## config.mk

```make
export PLATFORM = sky130hd
export DESIGN_NAME = bsms_sequencer
export DESIGN_NICKNAME = d
export VERILOG_FILES = /design/src/include/bsms_pkg.sv /design/src/verilog/bsms_sync.sv /design/src/verilog/bsms_sequencer.sv
export SDC_FILE = /design/constraint.sdc
export NUM_CORES = 1
export LEC_CHECK = 0
export BUFFER_PORTS_ARGS = -buffer_cell sky130_fd_sc_hd__buf_2
export CELL_PAD_IN_SITES_DETAIL_PLACEMENT = 1
export CELL_PAD_IN_SITES_GLOBAL_PLACEMENT = 1
export CORE_UTILIZATION = 40
export CTS_CLUSTER_DIAMETER = 40
export DETAILED_ROUTE_END_ITERATION = 10
export PLACE_DENSITY = 0.74
export SLEW_MARGIN = 20
export SYNTH_ARGS = -nofsm -noshare
export SYNTH_HDL_FRONTEND = slang
export SYNTH_SLANG_ARGS = --single-unit
```

## constraint.sdc

```tcl
create_clock -name ref_clk_i -period 10.7 [get_ports ref_clk_i]
set_input_delay 1.605 -clock ref_clk_i [delete_from_list [all_inputs] [get_ports ref_clk_i]]
set_output_delay 1.605 -clock ref_clk_i [all_outputs]
set_load 0.005 [all_outputs]
```

## src/include/bsms_pkg.sv

```systemverilog
// Shared constants and types of the backplane slave memory sequencer.
package bsms_pkg;

    // Clock and arbitration timing.
    localparam int unsigned CLK_FREQ_MHZ    = 200;
    localparam int unsigned ARB_SETUP_NS    = 20;
    localparam int unsigned ARB_HOLD_NS     = 0;
    localparam int unsigned ALE_HOLD_RAW    = (ARB_SETUP_NS * CLK_FREQ_MHZ + 999) / 1000;
    localparam int unsigned ALE_HOLD_CYCLES = (ALE_HOLD_RAW < 1) ? 1 : ALE_HOLD_RAW;
    localparam logic [3:0]  ALE_HOLD_CNT    = 4'(ALE_HOLD_CYCLES - 1);

    // Register byte offsets inside the 4 KiB slave window.
    localparam logic [11:0] REG_CTRL_OFS    = 12'h000;
    localparam logic [11:0] REG_STATUS_OFS  = 12'h004;
    localparam logic [11:0] REG_COUNT_OFS   = 12'h008;
    localparam logic [11:0] REG_REFWAIT_OFS = 12'h00c;

    // Control register fields and reset value.
    localparam int unsigned CTRL_FS0_BIT    = 0;
    localparam int unsigned CTRL_FS1_BIT    = 1;
    localparam int unsigned CTRL_EN_BIT     = 2;
    localparam logic [31:0] CTRL_RESET      = 32'h0000_0005;

    // Status register field positions.
    localparam int unsigned STAT_IN_LSB     = 0;
    localparam int unsigned STAT_STATE_LSB  = 12;
    localparam int unsigned STAT_TYPE_LSB   = 16;

    // Positions of the pin inputs in the synchronised vector.
    localparam int unsigned IN_SREQ_N       = 0;
    localparam int unsigned IN_QUAL         = 1;
    localparam int unsigned IN_BRST_N       = 2;
    localparam int unsigned IN_DRAM_SEL_N   = 3;
    localparam int unsigned IN_ROM_SEL_N    = 4;
    localparam int unsigned IN_RCLR         = 5;
    localparam int unsigned IN_CAS_N        = 6;
    localparam int unsigned IN_LANE_LSB     = 7;
    localparam int unsigned IN_WIDTH        = 11;
    localparam logic [10:0] IN_RESET        = 11'h7fd;

    typedef enum logic [2:0] {
        ST_IDLE      = 3'b000,
        ST_DRAM_WAIT = 3'b001,
        ST_ACK       = 3'b010,
        ST_DONE      = 3'b011
    } bsms_state_t;

    typedef enum logic [1:0] {
        ACC_DRAM_RD  = 2'b00,
        ACC_DRAM_WR  = 2'b01,
        ACC_ROM_RD   = 2'b10,
        ACC_INVALID  = 2'b11
    } bsms_acc_t;

endpackage : bsms_pkg

```

## src/verilog/bsms_sync.sv

```systemverilog
// Two-stage synchroniser for a vector of pin inputs.
`timescale 1ns/1ps
module bsms_sync #(
    parameter int unsigned WIDTH     = 1,
    parameter logic [WIDTH-1:0] RESET_VAL = '0
) (
    input  wire logic             ref_clk_i,
    input  wire logic             sys_rst_i,
    input  wire logic             clk_en_i,
    input  wire logic [WIDTH-1:0] async_i,
    output logic      [WIDTH-1:0] sync_o
);

    logic [WIDTH-1:0] meta_q;
    logic [WIDTH-1:0] sync_q;

    if (WIDTH < 1) $error("bsms_sync: WIDTH must be at least 1.");

    // The first stage feeds only the second stage.
    always_ff @(posedge ref_clk_i or posedge sys_rst_i)
    begin
        if (sys_rst_i)
        begin
            meta_q <= RESET_VAL;
            sync_q <= RESET_VAL;
        end
        else if (clk_en_i)
        begin
            meta_q <= async_i;
            sync_q <= meta_q;
        end
    end

    assign sync_o = sync_q;

endmodule : bsms_sync

```

## src/verilog/bsms_sequencer.sv

```systemverilog
// Backplane slave memory sequencer with its AHB-Lite register slave.
//
// Overview of operation
// - Sequencer and DRAM controller share one clock from the bus controller.
// - Never drop the access request within 20 ns before arbitration edge.
// - Sequencer drives both refresh selects, in reset and in operation.
// - Per-byte column strobes combine column strobe with four byte lanes.
// - Latched bus reset low holds the sequencer in its idle state.
// - After reset, idle waits for DRAM read, write, ROM read or invalid.
// - All control inputs are sampled; outputs follow the decoded access type.
// - Request, qualifier and DRAM select low, ROM high: DRAM read, request low.
// - Acknowledge a DRAM access only while refresh-clear is high.
// - DRAM write as read but write strobe low; reads keep it high.
// - Request, ROM select, qualifier low with DRAM select high: ROM read.
// - Both selects high, or ROM with qualifier high, is an invalid access.
// - Invalid access ends with error status on the bus.
//
// Decided for this implementation: the AHB-Lite register port and the register offsets.
`timescale 1ns/1ps
module bsms_sequencer (
    input  wire logic        ref_clk_i,
    input  wire logic        sys_rst_i,
    input  wire logic        clk_en_i,
    // AHB-Lite slave.
    input  wire logic        hsel_i,
    input  wire logic [31:0] haddr_i,
    input  wire logic [1:0]  htrans_i,
    input  wire logic        hwrite_i,
    input  wire logic [2:0]  hsize_i,
    input  wire logic [31:0] hwdata_i,
    input  wire logic        hready_i,
    output logic      [31:0] hrdata_o,
    output logic             hreadyout_o,
    output logic             hresp_o,
    // Bus interface controller side.
    input  wire logic        slave_request_n_i,
    input  wire logic        latched_transfer_qualifier_i,
    input  wire logic        latched_bus_reset_n_i,
    input  wire logic [3:0]  byte_lane_n_i,
    output logic             local_acknowledge_n_o,
    output logic             local_status_mode0_n_o,
    // Address decoder side.
    input  wire logic        dram_select_n_i,
    input  wire logic        rom_select_n_i,
    // DRAM controller side.
    input  wire logic        refresh_clear_i,
    input  wire logic        column_strobe_n_i,
    output logic             access_request_n_o,
    output logic             dram_write_n_o,
    output logic             refresh_select_0_o,
    output logic             refresh_select_1_o,
    output logic [3:0]       byte_column_strobe_n_o,
    // ROM side.
    output logic             rom_output_enable_n_o
);

    typedef struct packed {
        bsms_pkg::bsms_state_t state;
        bsms_pkg::bsms_acc_t   acc;
        logic [3:0]            hold_cnt;
        logic                  ale_n;
        logic                  we_n;
        logic                  local_acknowledge_n_n;
        logic                  tm0_n;
        logic                  rom_oe_n;
        logic [3:0]            bcas_n;
        logic                  fs0;
        logic                  fs1;
        logic                  seq_en;
        logic [15:0]           acc_cnt;
        logic [15:0]           err_cnt;
        logic [15:0]           rwait_cnt;
        logic                  wr_pend;
        logic [11:0]           wr_addr;
        logic [31:0]           rdata;
    } bsms_regs_t;

    localparam logic [1:0] HTRANS_NONSEQ = 2'h2;
    localparam logic [2:0] HSIZE_WORD    = 3'h2;
    localparam logic [15:0] CNT_MAX      = 16'hffff;

    bsms_regs_t q;
    bsms_regs_t d;
    logic [bsms_pkg::IN_WIDTH-1:0] in_s;
    logic [bsms_pkg::IN_WIDTH-1:0] in_raw;

    if (bsms_pkg::ALE_HOLD_CYCLES > 16) $error("bsms_sequencer: request hold count exceeds counter.");

    // Every pin input is sampled through two flip-flops before use.
    assign in_raw = {byte_lane_n_i, column_strobe_n_i, refresh_clear_i, rom_select_n_i,
                     dram_select_n_i, latched_bus_reset_n_i, latched_transfer_qualifier_i,
                     slave_request_n_i};

    bsms_sync #(
        .WIDTH     (bsms_pkg::IN_WIDTH),
        .RESET_VAL (bsms_pkg::IN_RESET)
    ) u_sync (
        .ref_clk_i (ref_clk_i),
        .sys_rst_i (sys_rst_i),
        .clk_en_i  (clk_en_i),
        .async_i   (in_raw),
        .sync_o    (in_s)
    );

    // Classifies a request from the qualifier and the two decode selects.
    function automatic bsms_pkg::bsms_acc_t classify(input logic qual, input logic dsel_n, input logic rsel_n);
        bsms_pkg::bsms_acc_t r;
        r = bsms_pkg::ACC_INVALID;
        if (!dsel_n && rsel_n)
        begin
            r = qual ? bsms_pkg::ACC_DRAM_WR : bsms_pkg::ACC_DRAM_RD;
        end
        else if (!rsel_n && dsel_n && !qual)
        begin
            r = bsms_pkg::ACC_ROM_RD;
        end
        // Both selects high, a ROM write, or a decoder fault with both low.
        return r;
    endfunction : classify

    // Saturating increment, so a counter never wraps back to a small value.
    function automatic logic [15:0] sat_inc(input logic [15:0] v);
        return (v == CNT_MAX) ? v : 16'(v + 16'h0001);
    endfunction : sat_inc

    always_comb
    begin
        logic                ahb_go;
        logic                clr_cnt;
        logic                ev_acc;
        logic                ev_err;
        logic                ev_wait;
        logic [11:0]         ra;
        bsms_pkg::bsms_acc_t kind;

        d       = q;
        ahb_go  = hsel_i && hready_i && (htrans_i == HTRANS_NONSEQ);
        clr_cnt = 1'b0;
        ev_acc  = 1'b0;
        ev_err  = 1'b0;
        ev_wait = 1'b0;
        ra      = haddr_i[11:0];
        kind    = classify(in_s[bsms_pkg::IN_QUAL], in_s[bsms_pkg::IN_DRAM_SEL_N], in_s[bsms_pkg::IN_ROM_SEL_N]);

        // Register writes land in the data phase.
        d.wr_pend = 1'b0;
        if (q.wr_pend)
        begin
            if (q.wr_addr == bsms_pkg::REG_CTRL_OFS)
            begin
                d.fs0    = hwdata_i[bsms_pkg::CTRL_FS0_BIT];
                d.fs1    = hwdata_i[bsms_pkg::CTRL_FS1_BIT];
                d.seq_en = hwdata_i[bsms_pkg::CTRL_EN_BIT];
            end
            else if (q.wr_addr == bsms_pkg::REG_COUNT_OFS)
            begin
                clr_cnt = 1'b1;
            end
            else if (q.wr_addr == bsms_pkg::REG_REFWAIT_OFS)
            begin
                d.rwait_cnt = 16'h0000;
            end
        end

        // Read data is prepared in the address phase and stands in the data phase.
        if (ahb_go && hwrite_i && (hsize_i == HSIZE_WORD))
        begin
            d.wr_pend = 1'b1;
            d.wr_addr = ra;
        end
        if (ahb_go && !hwrite_i)
        begin
            d.rdata = 32'h0000_0000;
            if (ra == bsms_pkg::REG_CTRL_OFS)
            begin
                d.rdata[bsms_pkg::CTRL_FS0_BIT] = q.fs0;
                d.rdata[bsms_pkg::CTRL_FS1_BIT] = q.fs1;
                d.rdata[bsms_pkg::CTRL_EN_BIT]  = q.seq_en;
            end
            else if (ra == bsms_pkg::REG_STATUS_OFS)
            begin
                d.rdata[bsms_pkg::STAT_IN_LSB +: bsms_pkg::IN_WIDTH] = in_s;
                d.rdata[bsms_pkg::STAT_STATE_LSB +: 3]               = q.state;
                d.rdata[bsms_pkg::STAT_TYPE_LSB +: 2]                = q.acc;
            end
            else if (ra == bsms_pkg::REG_COUNT_OFS)
            begin
                d.rdata = {q.err_cnt, q.acc_cnt};
            end
            else if (ra == bsms_pkg::REG_REFWAIT_OFS)
            begin
                d.rdata = {16'h0000, q.rwait_cnt};
            end
        end

        // Per-byte column strobes; a lane strobes only when both are low.
        for (int i = 0; i < 4; i++)
        begin
            d.bcas_n[i] = in_s[bsms_pkg::IN_CAS_N] | in_s[bsms_pkg::IN_LANE_LSB + i];
        end

        case (q.state)
            bsms_pkg::ST_IDLE:
            begin
                if (!in_s[bsms_pkg::IN_SREQ_N] && q.seq_en)
                begin
                    d.acc = kind;
                    case (kind)
                        bsms_pkg::ACC_DRAM_RD, bsms_pkg::ACC_DRAM_WR:
                        begin
                            // The request falls right after a clock edge, never near the next one.
                            d.ale_n    = 1'b0;
                            d.we_n     = (kind == bsms_pkg::ACC_DRAM_RD);
                            d.hold_cnt = bsms_pkg::ALE_HOLD_CNT;
                            d.state    = bsms_pkg::ST_DRAM_WAIT;
                        end
                        bsms_pkg::ACC_ROM_RD:
                        begin
                            d.rom_oe_n = 1'b0;
                            d.local_acknowledge_n_n   = 1'b0;
                            ev_acc     = 1'b1;
                            d.state    = bsms_pkg::ST_ACK;
                        end
                        default:
                        begin
                            d.local_acknowledge_n_n = 1'b0;
                            d.tm0_n  = 1'b0;
                            ev_err   = 1'b1;
                            d.state  = bsms_pkg::ST_ACK;
                        end
                    endcase
                end
            end
            bsms_pkg::ST_DRAM_WAIT:
            begin
                // The request stays low at least the arbitration setup time.
                if (q.hold_cnt != 4'h0)
                begin
                    d.hold_cnt = 4'(q.hold_cnt - 4'h1);
                end
                else if (in_s[bsms_pkg::IN_RCLR])
                begin
                    d.local_acknowledge_n_n = 1'b0;
                    ev_acc   = 1'b1;
                    d.state  = bsms_pkg::ST_ACK;
                end
                else
                begin
                    ev_wait = 1'b1;
                end
            end
            bsms_pkg::ST_ACK:
            begin
                d.ale_n    = 1'b1;
                d.we_n     = 1'b1;
                d.local_acknowledge_n_n   = 1'b1;
                d.tm0_n    = 1'b1;
                d.rom_oe_n = 1'b1;
                d.state    = bsms_pkg::ST_DONE;
            end
            bsms_pkg::ST_DONE:
            begin
                if (in_s[bsms_pkg::IN_SREQ_N])
                begin
                    d.state = bsms_pkg::ST_IDLE;
                end
            end
            default:
            begin
                d.state = bsms_pkg::ST_IDLE;
            end
        endcase

        // Latched bus reset overrides the sequence but not the register slave.
        if (!in_s[bsms_pkg::IN_BRST_N])
        begin
            d.state    = bsms_pkg::ST_IDLE;
            d.ale_n    = 1'b1;
            d.we_n     = 1'b1;
            d.local_acknowledge_n_n   = 1'b1;
            d.tm0_n    = 1'b1;
            d.rom_oe_n = 1'b1;
            d.hold_cnt = 4'h0;
            ev_acc     = 1'b0;
            ev_err     = 1'b0;
            ev_wait    = 1'b0;
        end

        // A clear and an event in one cycle leave the event counted.
        if (clr_cnt)
        begin
            d.acc_cnt = 16'h0000;
            d.err_cnt = 16'h0000;
        end
        if (ev_acc)
        begin
            d.acc_cnt = sat_inc(d.acc_cnt);
        end
        if (ev_err)
        begin
            d.err_cnt = sat_inc(d.err_cnt);
        end
        if (ev_wait)
        begin
            d.rwait_cnt = sat_inc(d.rwait_cnt);
        end
    end

    always_ff @(posedge ref_clk_i or posedge sys_rst_i)
    begin
        if (sys_rst_i)
        begin
            q           <= '0;
            q.state     <= bsms_pkg::ST_IDLE;
            q.acc       <= bsms_pkg::ACC_DRAM_RD;
            q.ale_n     <= 1'b1;
            q.we_n      <= 1'b1;
            q.local_acknowledge_n_n    <= 1'b1;
            q.tm0_n     <= 1'b1;
            q.rom_oe_n  <= 1'b1;
            q.bcas_n    <= 4'hf;
            q.fs0       <= bsms_pkg::CTRL_RESET[bsms_pkg::CTRL_FS0_BIT];
            q.fs1       <= bsms_pkg::CTRL_RESET[bsms_pkg::CTRL_FS1_BIT];
            q.seq_en    <= bsms_pkg::CTRL_RESET[bsms_pkg::CTRL_EN_BIT];
        end
        else if (clk_en_i)
        begin
            q <= d;
        end
    end

    // Zero-wait slave; every transfer completes with OKAY.
    assign hrdata_o               = q.rdata;
    assign hreadyout_o            = 1'b1;
    assign hresp_o                = 1'b0;
    assign local_acknowledge_n_o  = q.local_acknowledge_n_n;
    assign local_status_mode0_n_o = q.tm0_n;
    assign access_request_n_o     = q.ale_n;
    assign dram_write_n_o         = q.we_n;
    assign refresh_select_0_o     = q.fs0;
    assign refresh_select_1_o     = q.fs1;
    assign byte_column_strobe_n_o = q.bcas_n;
    assign rom_output_enable_n_o  = q.rom_oe_n;

endmodule : bsms_sequencer

```

==> results.json <==
{
  "status": "completed",
  "power.density_nw_per_um2": 169,
  "io_pins": 131,
  "antenna_cells": 0,
  "drc": 0,
  "drt_iter0_markers": 341,
  "switchingPower_mw": 0.388,
  "synth_edf_count": 0,
  "start_util": 0.408,
  "cts_tree": "yes",
  "detail-route-antenna-nets": 0,
  "crit_slowest_cell": "nor4_1",
  "worstSkewPairLatency_ns": 0.43,
  "hold_slack_ns": 0.460,
  "yosysTopAreaCellShare": 0.355,
  "synth-main-ff-cell": "dfrtp_1",
  "crit_required_ns": 11.06,
  "hold_viol_final": 0,
  "grt_util_all_layers": 0.229,
  "syn_nets": 804,
  "final_cell_area_um2": 8230,
  "power_frac_comb": 0.123,
  "path_delay_family": "simple AND/OR/NAND/NOR gates",
  "cts.sink_count": 135,
  "place_hpwl_mm": 14.1,
  "gp_congestion": 0.858,
  "finalMaxSlewViolations": 0,
  "drtPass1Iterations": 5,
  "synth_seq_cells": 135,
  "fin_cells": 981,
  "core_um2": 18000,
  "yosys-top-cells-area": "dfrtp_1 36%, dfstp_2 11%, mux2_2 5.8%",
  "async_flop_share": 1.00,
  "placed_cell_area_um2": 7620,
  "leakagePower_nw": 3.55,
  "place_inst": 949,
  "cp_max_fo": 63,
  "nets": 835,
  "hold_buffers": 0,
  "cts_buffers": 17,
  "mostFrequentLayoutCells": "104 x dfrtp_1, 79 x buf_2, 76 x nand2_1, 38 x mux2_2, 36 x nand3_1",
  "wl_per_cell_um": 20.4,
  "drive_gt1_frac": 0.278,
  "clk_pin_slew_worst_paths_ns": 0.06,
  "grt_max_degree": 78,
  "seqPwrFrac": 0.442,
  "cp_num_buf_inv": 3,
  "cts_root_buffer": "clkbuf_16",
  "vias": 5841,
  "fmax_mhz": 257,
  "r2r-start": "q[40]",
  "r2r-end": "q[83]",
  "grt_remaining_overflow": 0,
  "die_w_um": 137,
  "tightestPinTransition_ns": 0.996,
  "antenna_found_initial": 0,
  "die_area_um2": 18900,
  "end_kind": "flip-flop",
  "syn-mean-instance-area_um2": 10.4,
  "period_minus_slack_ns": 3.90,
  "max_stage_delay_ns": 0.73,
  "crit_type": "in -> reg",
  "syn_inst": 708,
  "grt_pass1_wl_mm": 32.5,
  "reg2reg_slack_ns": 7.04,
  "grt_pass1_vias": 6096,
  "power.share.clock": 0.434,
  "tns_ns": 0,
  "min-delay-start": "hrdata_o[0]",
  "finClkSkew_ns": 0.00864,
  "cts_buffer_depth": 2,
  "rsz0062_at_grt": "false",
  "synthToLayoutAreaGrowth_pct": 12.2,
  "cts_max_level": 4,
  "io_buffers": 79,
  "cts_resized": 0,
  "holdPathEnd": "hrdata_o[0]",
  "hold_path_class": "reg -> reg",
  "synth.distinct_cells": 79,
  "worstPathArrival_ns": 4.26,
  "p_sw_frac": 0.279,
  "synth_area_um2": 7330,
  "p_int_mw": 1.00,
  "ys_seq_area_frac": 0.466,
  "startpoint_type": "input pin",
  "p_total_mw": 1.39,
  "maxCapViolCount": 0,
  "maxSlewHeadroom": 0.336,
  "num_rows": 49,
  "final_common_cell": "dfrtp_1",
  "reg2reg_depth": 9,
  "setup_viol": 0,
  "period_share": 0.364,
  "vdd.ir_drop.worst_uv": 114,
  "chipHeight_um": 137,
  "yosys_warnings": 0,
  "post_cts_buffers": 0,
  "cp_cell_sequence": "buf_2 -> buf_4 -> inv_1 -> nor4_1 -> nand3_1 -> nor3b_1 -> xnor2_1",
  "synth_top_area_cell": "dfrtp_1",
  "wirelength_mm": 20.0,
  "viasPerCell": 5.95,
  "min_delay_path_depth": 2
}
## cell families after synthesis
logic type	count (synthesis)	synth area share
AOI/OAI and AO/OA	138	0.136
xor gates and xnor gates	18	0.0215
adders and majority gates	10	0.0171
buffers and inverters	87	0.0659
DFF	135	0.466
muxes	58	0.0908
other	2	0.00102
and+or+nand+nor	260	0.202
## metrics by stage
stage	setup slack, ns	utilization
2_1_floorplan	5.54	-
3_5_place_dp	6.37	0.424
6_report	6.80	0.458
5_1_grt	6.56	0.458
3_3_place_gp	6.42	0.424
4_1_cts	6.82	0.458
## power groups by stage
stage / clock network (mW) / logic [mW] / registers (mW)
floorplan: 0 / 0.127 / 0.601
global placement: 0 / 0.160 / 0.619
detailed placement: 0 / 0.171 / 0.624
CTS: 0.614 / 0.173 / 0.615
global route: 0.633 / 0.192 / 0.623
finish: 0.605 / 0.171 / 0.616
## cell type report
class	instances	area [um2]
clock buffers	20	467
clock inverters	12	140
fillers	2012	9740
inverters	17	66.3
multi-input cells	486	3430
flip-flops and latches	135	3420
well taps	229	287
repair buffers	82	418
## per-layer routing
| metal | up-vias | GRT usage | wire length (um) |
|---|---|---|---|
| met5 | - | 0 | 0 |
| met4 | 0 | 0.0788 | 396 |
| met3 | 35 | 0.0515 | 937 |
| met2 | 161 | 0.365 | 9590 |
| met1 | 3003 | 0.305 | 9110 |
| li1 | 2642 | - | - |
## worst max-delay path by stage
| stage | start | to | slack, ns | cells after the start |
|---|---|---|---|---|
| finish | clk_en_i | q[69] | 6.80 | 7 |
| floorplan | sys_rst_i | hrdata_o[0] | 5.54 | 1 |
| detailed placement | clk_en_i | q[69] | 6.37 | 7 |
| global route | clk_en_i | q[69] | 6.56 | 7 |
| CTS | clk_en_i | q[69] | 6.82 | 7 |
| global placement | clk_en_i | q[69] | 6.42 | 7 |
## cells in the mapped netlist (all sizes together), types with 12 or more instances
| cell type | n |
|---|---|
| xnor2 | 12 |
| mux2 | 38 |
| mux2i | 17 |
| or4 | 12 |
| a21oi | 20 |
| nand4 | 14 |
| clkbuf | 22 |
| nor2 | 29 |
| o21ai | 29 |
| nand2 | 78 |
| nor3 | 12 |
| a22o | 16 |
| buf | 48 |
| nand3 | 37 |
| dfstp | 31 |
| dfrtp | 104 |
| inv | 17 |
| and3 | 12 |
| a2bb2oi | 12 |
## flip-flops by register name, summed over array words and instances, names as in the netlist
| register | flops |
|---|---|
| rom_output_enable_n_o | 1 |
| refresh_select_1_o | 1 |
| u_sync.meta_q | 11 |
| refresh_select_0_o | 1 |
| local_acknowledge_n_o | 1 |
| q | 70 |
| byte_column_strobe_n_o | 4 |
| local_status_mode0_n_o | 1 |
| u_sync.sync_o | 11 |
| hrdata_o | 32 |
| access_request_n_o | 1 |
| dram_write_n_o | 1 |
## worst reg2reg max path, cell delays in order, from the launching register on
cell and delay (ns):
dfrtp_1 0.39, nor4_2 0.72, nand4_1 0.58, and2_1 0.36, ha_1 0.23, and4_1 0.26
nand4_1 0.24, o21ai_2 0.20, or4_1 0.51, nand3_1 0.10
Note: power is estimated with default switching activity, not from simulation.
